--- src/hw/power_mode_pkg.sv ---
// Constants, register map and state codes of the power mode sequencer.
package power_mode_pkg;

  // ----------------------------------------------------------------------
  // Register map
  // ----------------------------------------------------------------------
  localparam logic [7:0] control_offset = 8'h00;
  localparam logic [7:0] status_offset = 8'h04;
  localparam logic [7:0] wake_enable_offset = 8'h08;
  localparam logic [7:0] lifetime_offset = 8'h0c;
  localparam logic [7:0] peripheral_offset = 8'h10;

  // ----------------------------------------------------------------------
  // Field layout
  // ----------------------------------------------------------------------
  localparam int mode_lsb = 0;
  localparam int cranking_enable_bit = 2;
  localparam int wake_source_count = 6;
  localparam int lifetime_wake_bit = 6;
  localparam int undervoltage_flag_bit = 7;
  localparam int mcu_power_on_bit = 8;
  localparam int analog_power_on_bit = 9;
  localparam int external_reset_bit = 10;
  localparam int state_lsb = 12;
  localparam int status_width = 16;

  // ----------------------------------------------------------------------
  // Mode field encodings
  // ----------------------------------------------------------------------
  localparam logic [1:0] mode_normal = 2'h0;
  localparam logic [1:0] mode_stop = 2'h1;
  localparam logic [1:0] mode_sleep = 2'h2;
  localparam logic [1:0] mode_unused = 2'h3;

  // ----------------------------------------------------------------------
  // Reset values
  // ----------------------------------------------------------------------
  localparam logic [2:0] control_reset = 3'h0;
  localparam logic [6:0] wake_enable_reset = 7'h00;
  localparam logic [15:0] peripheral_reset = 16'h0000;
  localparam logic [7:0] status_low_reset = 8'h00;
  localparam logic [2:0] cause_reset = 3'h2;

  // ----------------------------------------------------------------------
  // Sizes and timing
  // ----------------------------------------------------------------------
  localparam int sync_width = 7 + wake_source_count;
  localparam int lifetime_width = 32;

  typedef enum logic [3:0] {
    st_reset = 4'h0,
    st_normal = 4'h1,
    st_stop_wait = 4'h2,
    st_stop = 4'h3,
    st_sleep = 4'h4,
    st_wake_ramp = 4'h5,
    st_intermediate = 4'h6,
    st_cranking = 4'h7
  } op_state_t;

endpackage : power_mode_pkg

--- src/hw/input_synchronizer.sv ---
// Two-stage synchroniser for a group of asynchronous level inputs.
`timescale 1ns/1ps
module input_synchronizer #(
  parameter int width = 1
) (
  input wire logic pclk,
  input wire logic presetn,
  input wire logic [width-1:0] async_in,
  output logic [width-1:0] sync_out
);

  logic [width-1:0] first_stage;

  // The first stage feeds only the second; nothing else looks at it.
  always_ff @(posedge pclk or negedge presetn) begin
    if (!presetn) begin
      first_stage <= '0;
      sync_out <= '0;
    end else begin
      first_stage <= async_in;
      sync_out <= first_stage;
    end
  end

endmodule : input_synchronizer

--- src/hw/lifetime_counter.sv ---
// Free-running lifetime counter with an overflow pulse.
`timescale 1ns/1ps
module lifetime_counter #(
  parameter int width = 32
) (
  input wire logic pclk,
  input wire logic presetn,
  input wire logic clear,
  output logic [width-1:0] count,
  output logic overflow
);

  wire at_top = &count;

  // Counting continues in every mode except Reset (held clear), low-power modes included.
  always_ff @(posedge pclk or negedge presetn) begin
    if (!presetn) begin
      count <= '0;
      overflow <= 1'b0;
    end else if (clear) begin
      count <= '0;
      overflow <= 1'b0;
    end else begin
      count <= count + 1'b1;
      overflow <= at_top;
    end
  end

endmodule : lifetime_counter

--- src/hw/power_mode_sequencer.sv ---
// Operating mode, reset and regulator sequencer with an APB register port.
//
// Operation
// - Supply below POR threshold sets power-on flag.
// - Any reset condition: Reset mode, MCU reset low.
// - Entering Reset mode restores register defaults.
// - Last reset cause kept in status upper byte.
// - Wake-up stops in intermediate mode, low-power clock.
// - Writing 00 moves intermediate mode to Normal.
// - Lifetime counter runs, overflow wakes device.
// - Wake-up resets the window watchdog.
// - Writing 10 enters Sleep, supplies off.
// - Sleep wake: regulators on, release reset, flag.
// - Writing 01 enters Stop after link clock stops.
// - Serial and timer registers read-only during Stop.
// - Stop wake: main regulator, wake interrupt, flag.
// - Writing 00 before link clock stops returns to Normal.
// - Undervoltage interrupt; cranking threshold when enabled.
// - Interface regulator off in low power; digital on.
// - Cranking return flags undervoltage, stays intermediate.
`timescale 1ns/1ps
module power_mode_sequencer #(
  parameter int wake_sources = power_mode_pkg::wake_source_count,
  parameter int lifetime_bits = power_mode_pkg::lifetime_width
) (
  input wire logic pclk,
  input wire logic presetn,
  input wire logic psel,
  input wire logic penable,
  input wire logic pwrite,
  input wire logic [7:0] paddr,
  input wire logic [31:0] pwdata,
  output logic [31:0] prdata,
  output logic pready,
  output logic pslverr,
  input wire logic mcu_supply_low,
  input wire logic digital_supply_low,
  input wire logic external_reset_request,
  input wire logic battery_below_undervoltage,
  input wire logic battery_below_cranking,
  input wire logic regulators_ready,
  input wire logic die_link_clock_stopped,
  input wire logic [wake_sources-1:0] wake_request,
  output logic mcu_reset_n,
  output logic mcu_supply_enable,
  output logic mcu_supply_from_main,
  output logic interface_supply_enable,
  output logic analog_supply_enable,
  output logic permanent_digital_supply_enable,
  output logic low_power_clock_select,
  output logic die_link_wake_interrupt,
  output logic undervoltage_interrupt,
  output logic watchdog_reset
);

  // ----------------------------------------------------------------------
  // Input synchronisation
  // ----------------------------------------------------------------------
  localparam int sw = 7 + wake_sources;
  logic [sw-1:0] sync_in;
  wire [sw-1:0] raw_in = {wake_request, die_link_clock_stopped,
                          regulators_ready, battery_below_cranking,
                          battery_below_undervoltage, external_reset_request,
                          digital_supply_low, mcu_supply_low};

  input_synchronizer #(.width(sw)) u_sync (
    .pclk(pclk),
    .presetn(presetn),
    .async_in(raw_in),
    .sync_out(sync_in)
  );

  wire mcu_low = sync_in[0];
  wire digital_low = sync_in[1];
  wire ext_reset = sync_in[2];
  wire below_uv = sync_in[3];
  wire below_crank = sync_in[4];
  wire regs_ok = sync_in[5];
  wire link_stopped = sync_in[6];
  wire [wake_sources-1:0] wake_in = sync_in[sw-1:7];

  // ----------------------------------------------------------------------
  // State and registers
  // ----------------------------------------------------------------------
  power_mode_pkg::op_state_t state;
  power_mode_pkg::op_state_t next_state;
  logic [2:0] control;
  logic [6:0] wake_enable;
  logic [7:0] status_low;
  logic [2:0] cause;
  logic [15:0] peripheral;
  logic regs_locked;
  logic from_stop;
  logic [lifetime_bits-1:0] lifetime_count;
  logic lifetime_overflow;

  function automatic logic is_low_power(power_mode_pkg::op_state_t s);
    return s == power_mode_pkg::st_stop || s == power_mode_pkg::st_sleep ||
           s == power_mode_pkg::st_cranking;
  endfunction : is_low_power

  // ----------------------------------------------------------------------
  // APB decode
  // ----------------------------------------------------------------------
  wire setup = psel && !penable;
  wire access = psel && penable;
  wire hit_control = paddr == power_mode_pkg::control_offset;
  wire hit_status = paddr == power_mode_pkg::status_offset;
  wire hit_wake = paddr == power_mode_pkg::wake_enable_offset;
  wire hit_life = paddr == power_mode_pkg::lifetime_offset;
  wire hit_periph = paddr == power_mode_pkg::peripheral_offset;
  wire mapped = hit_control || hit_status || hit_wake || hit_life ||
                hit_periph;
  wire wr = access && pwrite && mapped;
  wire [1:0] wr_mode = pwdata[power_mode_pkg::mode_lsb +: 2];
  wire mode_write = wr && hit_control;
  wire status_clear = wr && hit_status;

  assign pready = 1'b1;
  assign pslverr = access && !mapped;

  // ----------------------------------------------------------------------
  // Reset conditions and wake events
  // ----------------------------------------------------------------------
  wire reset_cond = mcu_low || digital_low || ext_reset;
  wire cranking_on = control[power_mode_pkg::cranking_enable_bit];
  wire uv_event = cranking_on ? below_crank : below_uv;
  wire [wake_sources-1:0] armed_wake =
    wake_in & wake_enable[wake_sources-1:0];
  wire life_wake =
    lifetime_overflow && wake_enable[power_mode_pkg::lifetime_wake_bit];
  wire any_wake = (|armed_wake) || life_wake;
  wire low_power = is_low_power(state);
  wire wake_start = (state == power_mode_pkg::st_stop ||
                     state == power_mode_pkg::st_sleep) && any_wake;
  wire crank_enter = state == power_mode_pkg::st_stop && cranking_on &&
                     below_crank;
  wire crank_exit = state == power_mode_pkg::st_cranking && !below_crank;
  wire ramp_done = state == power_mode_pkg::st_wake_ramp && regs_ok;
  // Reset mode entry returns all registers except the reset cause to defaults.
  wire reg_clear = reset_cond || state == power_mode_pkg::st_reset;

  // ----------------------------------------------------------------------
  // Mode sequencing
  // ----------------------------------------------------------------------
  always_comb begin
    next_state = state;
    case (state)
      power_mode_pkg::st_reset: begin
        if (!reset_cond) begin
          next_state = power_mode_pkg::st_normal;
        end
      end
      power_mode_pkg::st_normal, power_mode_pkg::st_intermediate: begin
        if (mode_write) begin
          case (wr_mode)
            power_mode_pkg::mode_normal:
              next_state = power_mode_pkg::st_normal;
            power_mode_pkg::mode_stop:
              next_state = power_mode_pkg::st_stop_wait;
            power_mode_pkg::mode_sleep:
              next_state = power_mode_pkg::st_sleep;
            default: next_state = state;
          endcase
        end
      end
      power_mode_pkg::st_stop_wait: begin
        if (mode_write && wr_mode == power_mode_pkg::mode_normal) begin
          next_state = power_mode_pkg::st_normal;
        end else if (link_stopped) begin
          next_state = power_mode_pkg::st_stop;
        end
      end
      power_mode_pkg::st_stop: begin
        if (crank_enter) begin
          next_state = power_mode_pkg::st_cranking;
        end else if (any_wake) begin
          next_state = power_mode_pkg::st_wake_ramp;
        end
      end
      power_mode_pkg::st_sleep: begin
        if (any_wake) begin
          next_state = power_mode_pkg::st_wake_ramp;
        end
      end
      power_mode_pkg::st_wake_ramp: begin
        if (regs_ok) begin
          next_state = power_mode_pkg::st_intermediate;
        end
      end
      power_mode_pkg::st_cranking: begin
        if (!below_crank) begin
          next_state = power_mode_pkg::st_intermediate;
        end
      end
      default: next_state = power_mode_pkg::st_reset;
    endcase
    if (reset_cond) begin
      next_state = power_mode_pkg::st_reset;
    end
  end

  always_ff @(posedge pclk or negedge presetn) begin
    if (!presetn) begin
      state <= power_mode_pkg::st_reset;
    end else begin
      state <= next_state;
    end
  end

  always_ff @(posedge pclk or negedge presetn) begin
    if (!presetn) begin
      from_stop <= 1'b0;
    end else if (wake_start) begin
      from_stop <= state == power_mode_pkg::st_stop;
    end
  end

  // ----------------------------------------------------------------------
  // Software registers
  // ----------------------------------------------------------------------
  // Encoding 11 leaves the stored mode field untouched as well.
  wire keep_mode = wr_mode == power_mode_pkg::mode_unused;
  wire [2:0] control_wdata = {pwdata[power_mode_pkg::cranking_enable_bit],
                              keep_mode ? control[1:0] : wr_mode};

  always_ff @(posedge pclk or negedge presetn) begin
    if (!presetn) begin
      control <= power_mode_pkg::control_reset;
      wake_enable <= power_mode_pkg::wake_enable_reset;
    end else if (reg_clear) begin
      control <= power_mode_pkg::control_reset;
      wake_enable <= power_mode_pkg::wake_enable_reset;
    end else begin
      if (mode_write) begin
        control <= control_wdata;
      end
      if (wr && hit_wake) begin
        wake_enable <= pwdata[6:0];
      end
    end
  end

  // The serial and timer shadow is locked from the Stop command until
  // Normal mode, so a stalled MCU cannot corrupt it.
  wire lock_set = mode_write && wr_mode == power_mode_pkg::mode_stop;

  always_ff @(posedge pclk or negedge presetn) begin
    if (!presetn) begin
      regs_locked <= 1'b0;
    end else if (reg_clear || next_state == power_mode_pkg::st_normal) begin
      regs_locked <= 1'b0;
    end else if (lock_set) begin
      regs_locked <= 1'b1;
    end
  end

  always_ff @(posedge pclk or negedge presetn) begin
    if (!presetn) begin
      peripheral <= power_mode_pkg::peripheral_reset;
    end else if (reg_clear) begin
      peripheral <= power_mode_pkg::peripheral_reset;
    end else if (wr && hit_periph && !regs_locked) begin
      peripheral <= pwdata[15:0];
    end
  end

  // ----------------------------------------------------------------------
  // Status flags
  // ----------------------------------------------------------------------
  logic [wake_sources-1:0] wake_hold;
  logic life_wake_hold;
  // A flag set in the same cycle as its write-one clear stays set.
  wire [7:0] status_set = {uv_event || crank_exit,
                           ramp_done ? (life_wake_hold) : 1'b0,
                           ramp_done ? wake_hold : '0};

  always_ff @(posedge pclk or negedge presetn) begin
    if (!presetn) begin
      wake_hold <= '0;
      life_wake_hold <= 1'b0;
    end else if (wake_start) begin
      wake_hold <= armed_wake;
      life_wake_hold <= life_wake;
    end
  end

  wire [7:0] status_wclr = status_clear ? pwdata[7:0] : 8'h00;
  wire [2:0] cause_wclr = status_clear ? pwdata[10:8] : 3'h0;
  wire [2:0] cause_set = {ext_reset, digital_low, mcu_low};

  always_ff @(posedge pclk or negedge presetn) begin
    if (!presetn) begin
      status_low <= power_mode_pkg::status_low_reset;
      cause <= power_mode_pkg::cause_reset;
    end else begin
      if (reg_clear) begin
        status_low <= power_mode_pkg::status_low_reset;
      end else begin
        status_low <= (status_low & ~status_wclr) | status_set;
      end
      // The cause survives Reset mode so software can read it later.
      if (reset_cond) begin
        cause <= cause_set;
      end else begin
        cause <= cause & ~cause_wclr;
      end
    end
  end

  lifetime_counter #(.width(lifetime_bits)) u_lifetime (
    .pclk(pclk),
    .presetn(presetn),
    .clear(reg_clear),
    .count(lifetime_count),
    .overflow(lifetime_overflow)
  );

  // ----------------------------------------------------------------------
  // Read data
  // ----------------------------------------------------------------------
  wire [15:0] status_word = {state, 1'b0, cause, status_low};
  wire [31:0] rd_mux =
    hit_control ? {29'h0, control} :
    hit_status ? {16'h0, status_word} :
    hit_wake ? {25'h0, wake_enable} :
    hit_life ? 32'(lifetime_count) :
    hit_periph ? {16'h0, peripheral} : 32'h0;

  always_ff @(posedge pclk or negedge presetn) begin
    if (!presetn) begin
      prdata <= 32'h0;
    end else if (setup && !pwrite) begin
      prdata <= rd_mux;
    end
  end

  // ----------------------------------------------------------------------
  // Supplies, clocks and event outputs
  // ----------------------------------------------------------------------
  wire wake_out = ramp_done && from_stop;

  always_ff @(posedge pclk or negedge presetn) begin
    if (!presetn) begin
      die_link_wake_interrupt <= 1'b0;
      watchdog_reset <= 1'b0;
    end else begin
      die_link_wake_interrupt <= wake_out;
      watchdog_reset <= wake_start;
    end
  end

  wire sleeping = state == power_mode_pkg::st_sleep ||
                  (state == power_mode_pkg::st_wake_ramp && !from_stop);
  // The MCU stays in reset while its supply is absent or ramping.
  assign mcu_reset_n = !(state == power_mode_pkg::st_reset ||
                         sleeping);
  assign mcu_supply_enable = !(state == power_mode_pkg::st_sleep);
  assign mcu_supply_from_main = !low_power;
  assign interface_supply_enable = !low_power;
  assign analog_supply_enable = !low_power;
  assign permanent_digital_supply_enable = 1'b1;
  assign low_power_clock_select = !(state == power_mode_pkg::st_normal ||
                     state == power_mode_pkg::st_stop_wait);
  assign undervoltage_interrupt =
    status_low[power_mode_pkg::undervoltage_flag_bit];

endmodule : power_mode_sequencer

--- config.mk ---
export PLATFORM = sky130hd
export DESIGN_NAME = power_mode_sequencer
export DESIGN_NICKNAME = d
export VERILOG_FILES = /design/src/hw/power_mode_pkg.sv /design/src/hw/input_synchronizer.sv /design/src/hw/lifetime_counter.sv /design/src/hw/power_mode_sequencer.sv
export SDC_FILE = /design/constraint.sdc
export NUM_CORES = 1
export LEC_CHECK = 0
export ABC_AREA = 1
export CAP_MARGIN = 10
export CORE_ASPECT_RATIO = 0.6
export CORE_MARGIN = 2
export CORE_UTILIZATION = 60
export CTS_CLUSTER_SIZE = 25
export DETAILED_ROUTE_END_ITERATION = 10
export DONT_BUFFER_PORTS = 1
export PLACE_DENSITY = 0.76
export SYNTH_ARGS = -nofsm -noshare
export SYNTH_HDL_FRONTEND = slang
export SYNTH_HIERARCHICAL = 1
export SYNTH_SLANG_ARGS = --single-unit
--- constraint.sdc ---
create_clock -name pclk -period 3 [get_ports pclk]
set_input_delay 0.6 -clock pclk [delete_from_list [all_inputs] [get_ports pclk]]
set_output_delay 0.6 -clock pclk [all_outputs]
set_load 0.01 [all_outputs]
* After elaboration in Yosys (flattened, before gate mapping) *
Cells that the tools add are included.

operators by class
  bitwise operators = 6
  multiplexer cells = 33
  equal/unequal tests = 16
  add/subtract/negate cells = 1
  reductions and logical operators = 57

operators by type and width
  kind                                                 count
  2-to-1 mux 32 bit                                    5
  2-to-1 mux 16 bit                                    3
  adder 32 x 1 -> 32 bit, second input constant        1
  2-to-1 mux 4 bit                                     8
  AND reduction 32 bit                                 1
  one-hot mux 4 bit (7 select lines)                   1
  logical AND 1 bit                                    21
  equality test 4 x 3 -> 1 bit, second input constant  4
  equality test 8 x 4 -> 1 bit, second input constant  2
  2-to-1 mux 8 bit                                     2
  logical OR 1 bit                                     15
  2-to-1 mux 7 bit                                     2
  2-to-1 mux 3 bit                                     4
  one-hot mux 4 bit (3 select lines)                   1
  logical NOT 1 bit                                    10
  bitwise AND 8 bit                                    1
  equality test 4 x 1 -> 1 bit, second input constant  2
  equality test 4 x 2 -> 1 bit, second input constant  2
  equality test 8 x 3 -> 1 bit, second input constant  1
  equality test 8 x 5 -> 1 bit, second input constant  1
  logical NOT 8 bit                                    1
  inverter 8 bit                                       1
  bitwise OR 8 bit                                     1
  nonzero test 2 bit                                   4
  14 further kinds                                     19

word-level totals
  register bits after elaboration = 143
  input bits = 58
  output and inout port bits = 44
  logic and storage cells = 131

* Longest topological paths before layout *
  depth in word-level cells = 14
  gate-level depth with buffers = 14
  mapped depth without buffers = 14

* Cells and area by module *
The synthesis kept the hierarchy.

by module, submodules not included
  module                instances  cells each  area each (sq um)  seq. area each (sq um)
  power_mode_sequencer  1          523         4186.5             2103.3
  lifetime_counter      1          255         1896.8             825.8
  input_synchronizer    1          26          650.6              650.6

* Worst setup path before layout *
Ideal clock, no wire load.

  kind = reg2reg
  from = register state[1]
  to = register u_lifetime.count[28]
  buffers on the path = 3
  setup slack = 0.844 ns
  arrival time = 2.037 ns
  required time = 2.881 ns
  stages on the path, launching flop included = 12
  clock period less this slack = 2.156 ns
  setup time = 0.119 ns
  cells stage by stage = dfrtp_1 buf_2 nor2_1 inv_1 nor2_2 nor2_8 inv_2 clkbuf_1 clkinv_1 clkbuf_1 nand2_1 nor2_1

between the ends
  cells in the longest elaborated chain, start to end = 3

RTL lines
  item                      RTL line                     source
  start: declaration        power_mode_sequencer.sv:85   power_mode_pkg::op_state_t state;
  start signal: assignment  power_mode_sequencer.sv:205  state <= power_mode_pkg::st_reset;
  start signal: assignment  power_mode_sequencer.sv:207  state <= next_state;
  logical NOT 4 bit         power_mode_sequencer.sv:141  wire reg_clear = reset_cond || state == power_mode_pkg::st_reset;
  logical OR 1 bit          power_mode_sequencer.sv:141
  named net reg_clear       power_mode_sequencer.sv:141
  2-to-1 mux 32 bit         lifetime_counter.sv:20       end else if (clear) begin
  end signal: assignment    lifetime_counter.sv:24       count <= count + 1'b1;
  end: declaration          lifetime_counter.sv:9        output logic [width-1:0] count,

The timed path passes the listed nets, and every way through them passes these cells.
A chain may end at the register's enable or synchronous reset.

* Worst setup path after layout *
  from = register state[2]
  to = output mcu_reset_n

between the ends
  cells in the longest elaborated chain, start to end = 5
  elaborated cells on any way between the ends = 7
  classes of those cells = eq/ne: 2; reduce/logical: 5

RTL lines
  item                          RTL line                     source
  equality test 4 x 3 -> 1 bit  power_mode_sequencer.sv:354  (state == power_mode_pkg::st_wake_ramp && !from_stop);
  logical AND 1 bit             power_mode_sequencer.sv:354
  logical OR 1 bit              power_mode_sequencer.sv:353  wire sleeping = state == power_mode_pkg::st_sleep ||
  logical OR 1 bit (*)          power_mode_sequencer.sv:356  assign mcu_reset_n = !(state == power_mode_pkg::st_reset ||
  logical NOT 1 bit (*)         power_mode_sequencer.sv:356
  end: declaration              power_mode_sequencer.sv:44   output logic mcu_reset_n,

Mark *: on every way between the ends. The rest lies on a longest branch, timed or not.

==> metrics.yaml <==
setup_path:
  cp_max_fo: 4
  cp.arrival_ns: 1.75
  cp-startpoint: "state[2]$_DFF_PN0_"
  cp-end-kind: "output port"
  crit_type: "flop to output port"
  cp-start-kind: "flop"
  worstPathRequired_ns: 2.40
  r2r-start: "u_sync/sync_out[0]$_DFF_PN0_"
drt:
  wire_per_inst_um: 18.28
  vias: 5615
  remaining_drc_errors: 0
  viasPerCell: 5.813
  ant_nets: 0
  drt-total-wl_um: 17660
  dr.pass1.iters: 5
  drt_iter0_drc: 589
place:
  port_buffers: 0
  gp_congestion: 0.9330
  dpl.hpwl_um: 12580
floorplanning:
  start_util_pct: 62.70
  core_um2: 10740
  rows: 29
  dieArea_um2: 12110
  ioPinCount: 102
  die_y_um: 86.06
  die-width_um: 140.8
layout:
  nFillCells: 839
  drive_above_1_share_pct: 12.21
  seq_area_um2: 3580
  final_nets: 873
  area_growth_pct: 11.17
  diodes: 0
  multi_input_comb_area_um2: 2743
timing:
  skew_ns: 0.01280
  worst_pin_slew_ns: 0.6467
  max_freq_ghz: 0.4249
  finalHoldViolations: 142
  period_needed_ns: 2.353
  finalSetupTns_ns: 0
  holdWs_ns: -0.1418
  drv_slew: 0
  min_period_over_period_pct: 78.44
  slew_headroom_pct: 56.82
  rsz0062_at_grt: "no"
  finalSetupViolations: 0
logic_synthesis:
  syn_area_per_cell_um2: 8.376
  ys_seq_area_share_pct: 53.16
  yosys_warnings: 6
  synth_top_flop_cell: "dfrtp_1"
  synthArstFlopShare_pct: 100.0
  synth_enable_flop_cells: 0
  synth_cell_types: 45
  ys_seq_elements: 143
  synth_cells: 804
  syn_area_um2: 6734
run_status:
  violations: "negative hold slack"
  status: "finished, violations left"
global_routing:
  grt_first_pass_wirelength_um: 28590
  track_usage_pct: 31.30
  antenna_found_initial: 0
  grt_max_degree: 144
  grt_pass1_vias: 5399
  gr-total-overflow: 0
pwr:
  p_leak_uw: 0.003360
  fin_total_pwr_uw: 4121
  vdd_drop_max_uv: 429.7
  p_per_area_nw_per_um2: 550.6
clock_network:
  cts_tree: "yes"
  path_clk_slew_ns: 0.07
  clk_path_buf_depth: 2
  cts_inserted_buffers: 17
  cts.sinks: 143
  cts_htree_levels: 4
  clock_latency_ns: 0.43
  cts-root-buf: "clkbuf_16"
flow_run:
  drv_cap: 0
min_path:
  hold_class: "input pin to async pin"
cells in the final DEF (no fill, tap or decap), drive strengths merged, types with 3 or more instances in the layout:
cell      n
nand2   237
conb      3
a31o      3
a221oi    3
o22ai     8
nor3      7
buf      14
clkinv    8
xor2      5
dfrtp   142
o211ai    7
inv      83
nor2    115
clkbuf   17
a21oi    35
or2       3
o21ai    65
nand3    48
and2      3
nand4     7
report_power, final:
group / total [uW] / internal, uW / leakage (uW) / switching (uW)
Clock: 2070 / 1120 / 0.000290 / 954
Sequential: 1970 / 1950 / 0.00193 / 13.5
Combinational: 83.9 / 24.2 / 0.00114 / 59.7
Total: 4120 / 3090 / 0.00336 / 1030
metal layers:
metal / track usage, % / up-vias / wire, um
li1: - / 2612 / -
met1: 48.23 / 2672 / 8592
met2: 40.62 / 290 / 6786
met3: 10.44 / 41 / 1865
met4: 11.73 / 0 / 417
met5: 0 / - / 0
cells in the mapped netlist (all sizes together), types with 5 or more instances:
cell type | instances | area, um2
a21oi | 35 | 175.2
buf | 13 | 88.83
clkbuf | 11 | 41.29
dfrtp | 142 | 3553
inv | 73 | 274.0
nand2 | 237 | 924.6
nand3 | 48 | 250.2
nand4 | 7 | 43.79
nor2 | 115 | 560.6
nor3 | 7 | 56.31
o211ai | 7 | 52.55
o21ai | 65 | 340.3
o22ai | 8 | 87.58
xor2 | 5 | 43.79
final cells by class:
class	instances	area share, %
clock buffer	17	5.683
sequential	143	47.82
multi-input combinational	562	36.64
timing repair buffer	14	1.571
tap	139	2.323
inverter	76	3.811
clock inverter	15	2.156
critical path, cell delays in order, from the launching register on:
cell and delay [ns]:
dfrtp_1 0.41, inv_1 0.07, nor2_1 0.17, inv_1 0.11, nor3_1 0.24, inv_1 0.11
o22ai_1 0.12, inv_1 0.09
registers in the layout (all words and copies together) (netlist names), 3 cells and up:
register	cells
wake_hold	6
control	3
u_lifetime/count	32
u_sync/first_stage	13
cause	3
state	4
peripheral	16
u_sync/sync_out	13
status_low	8
wake_enable	7
prdata	32
per-stage QoR:
step           utilization [%]  hold slack, ns  area (um2)  cells  setup WS, ns
3_3_place_gp             64.24          0.3065        6899    934        0.8072
5_1_grt                  69.70         -0.1616        7486    966        0.5501
3_5_place_dp             64.24          0.3066        6899    934        0.7406
4_1_cts                  69.70         -0.1513        7486    966        0.6702
6_report                 69.70         -0.1418        7486    966        0.6467
2_1_floorplan                -          0.3044        6738    805        0.8444
worst paths after layout:
check	depth (start not counted)	slack (ns)	to
min in group pclk	0	0.19	u_sync/first_stage[7]$_DFF_PN0_
max	7	0.65	mcu_reset_n
min reg2reg	0	0.35	u_sync/sync_out[11]$_DFF_PN0_
max in group asynchronous	0	2.91	cause[1]$_DFF_PN1_
min	0	-0.14	u_sync/first_stage[12]$_DFF_PN0_
max reg2reg	10	0.83	u_lifetime/overflow$_DFF_PN0_
cell families after synthesis:
| logic type | Yosys count | synth area share [%] |
|---|---|---|
| and+or+nand+nor | 423 | 28.19 |
| DFF | 143 | 53.16 |
| AOI/OAI and AO/OA | 130 | 11.54 |
| buffers and inverters | 100 | 6.169 |
| xor gates and xnor gates | 5 | 0.6503 |
| other | 2 | 0.1115 |
| adders and majority gates | 1 | 0.1858 |
timing repair:
item,in CTS,in global routing
setup buffers,0,0
resized for setup,0,0
hold endpoints to repair,142,142
(Power assumes the default switching activity.)
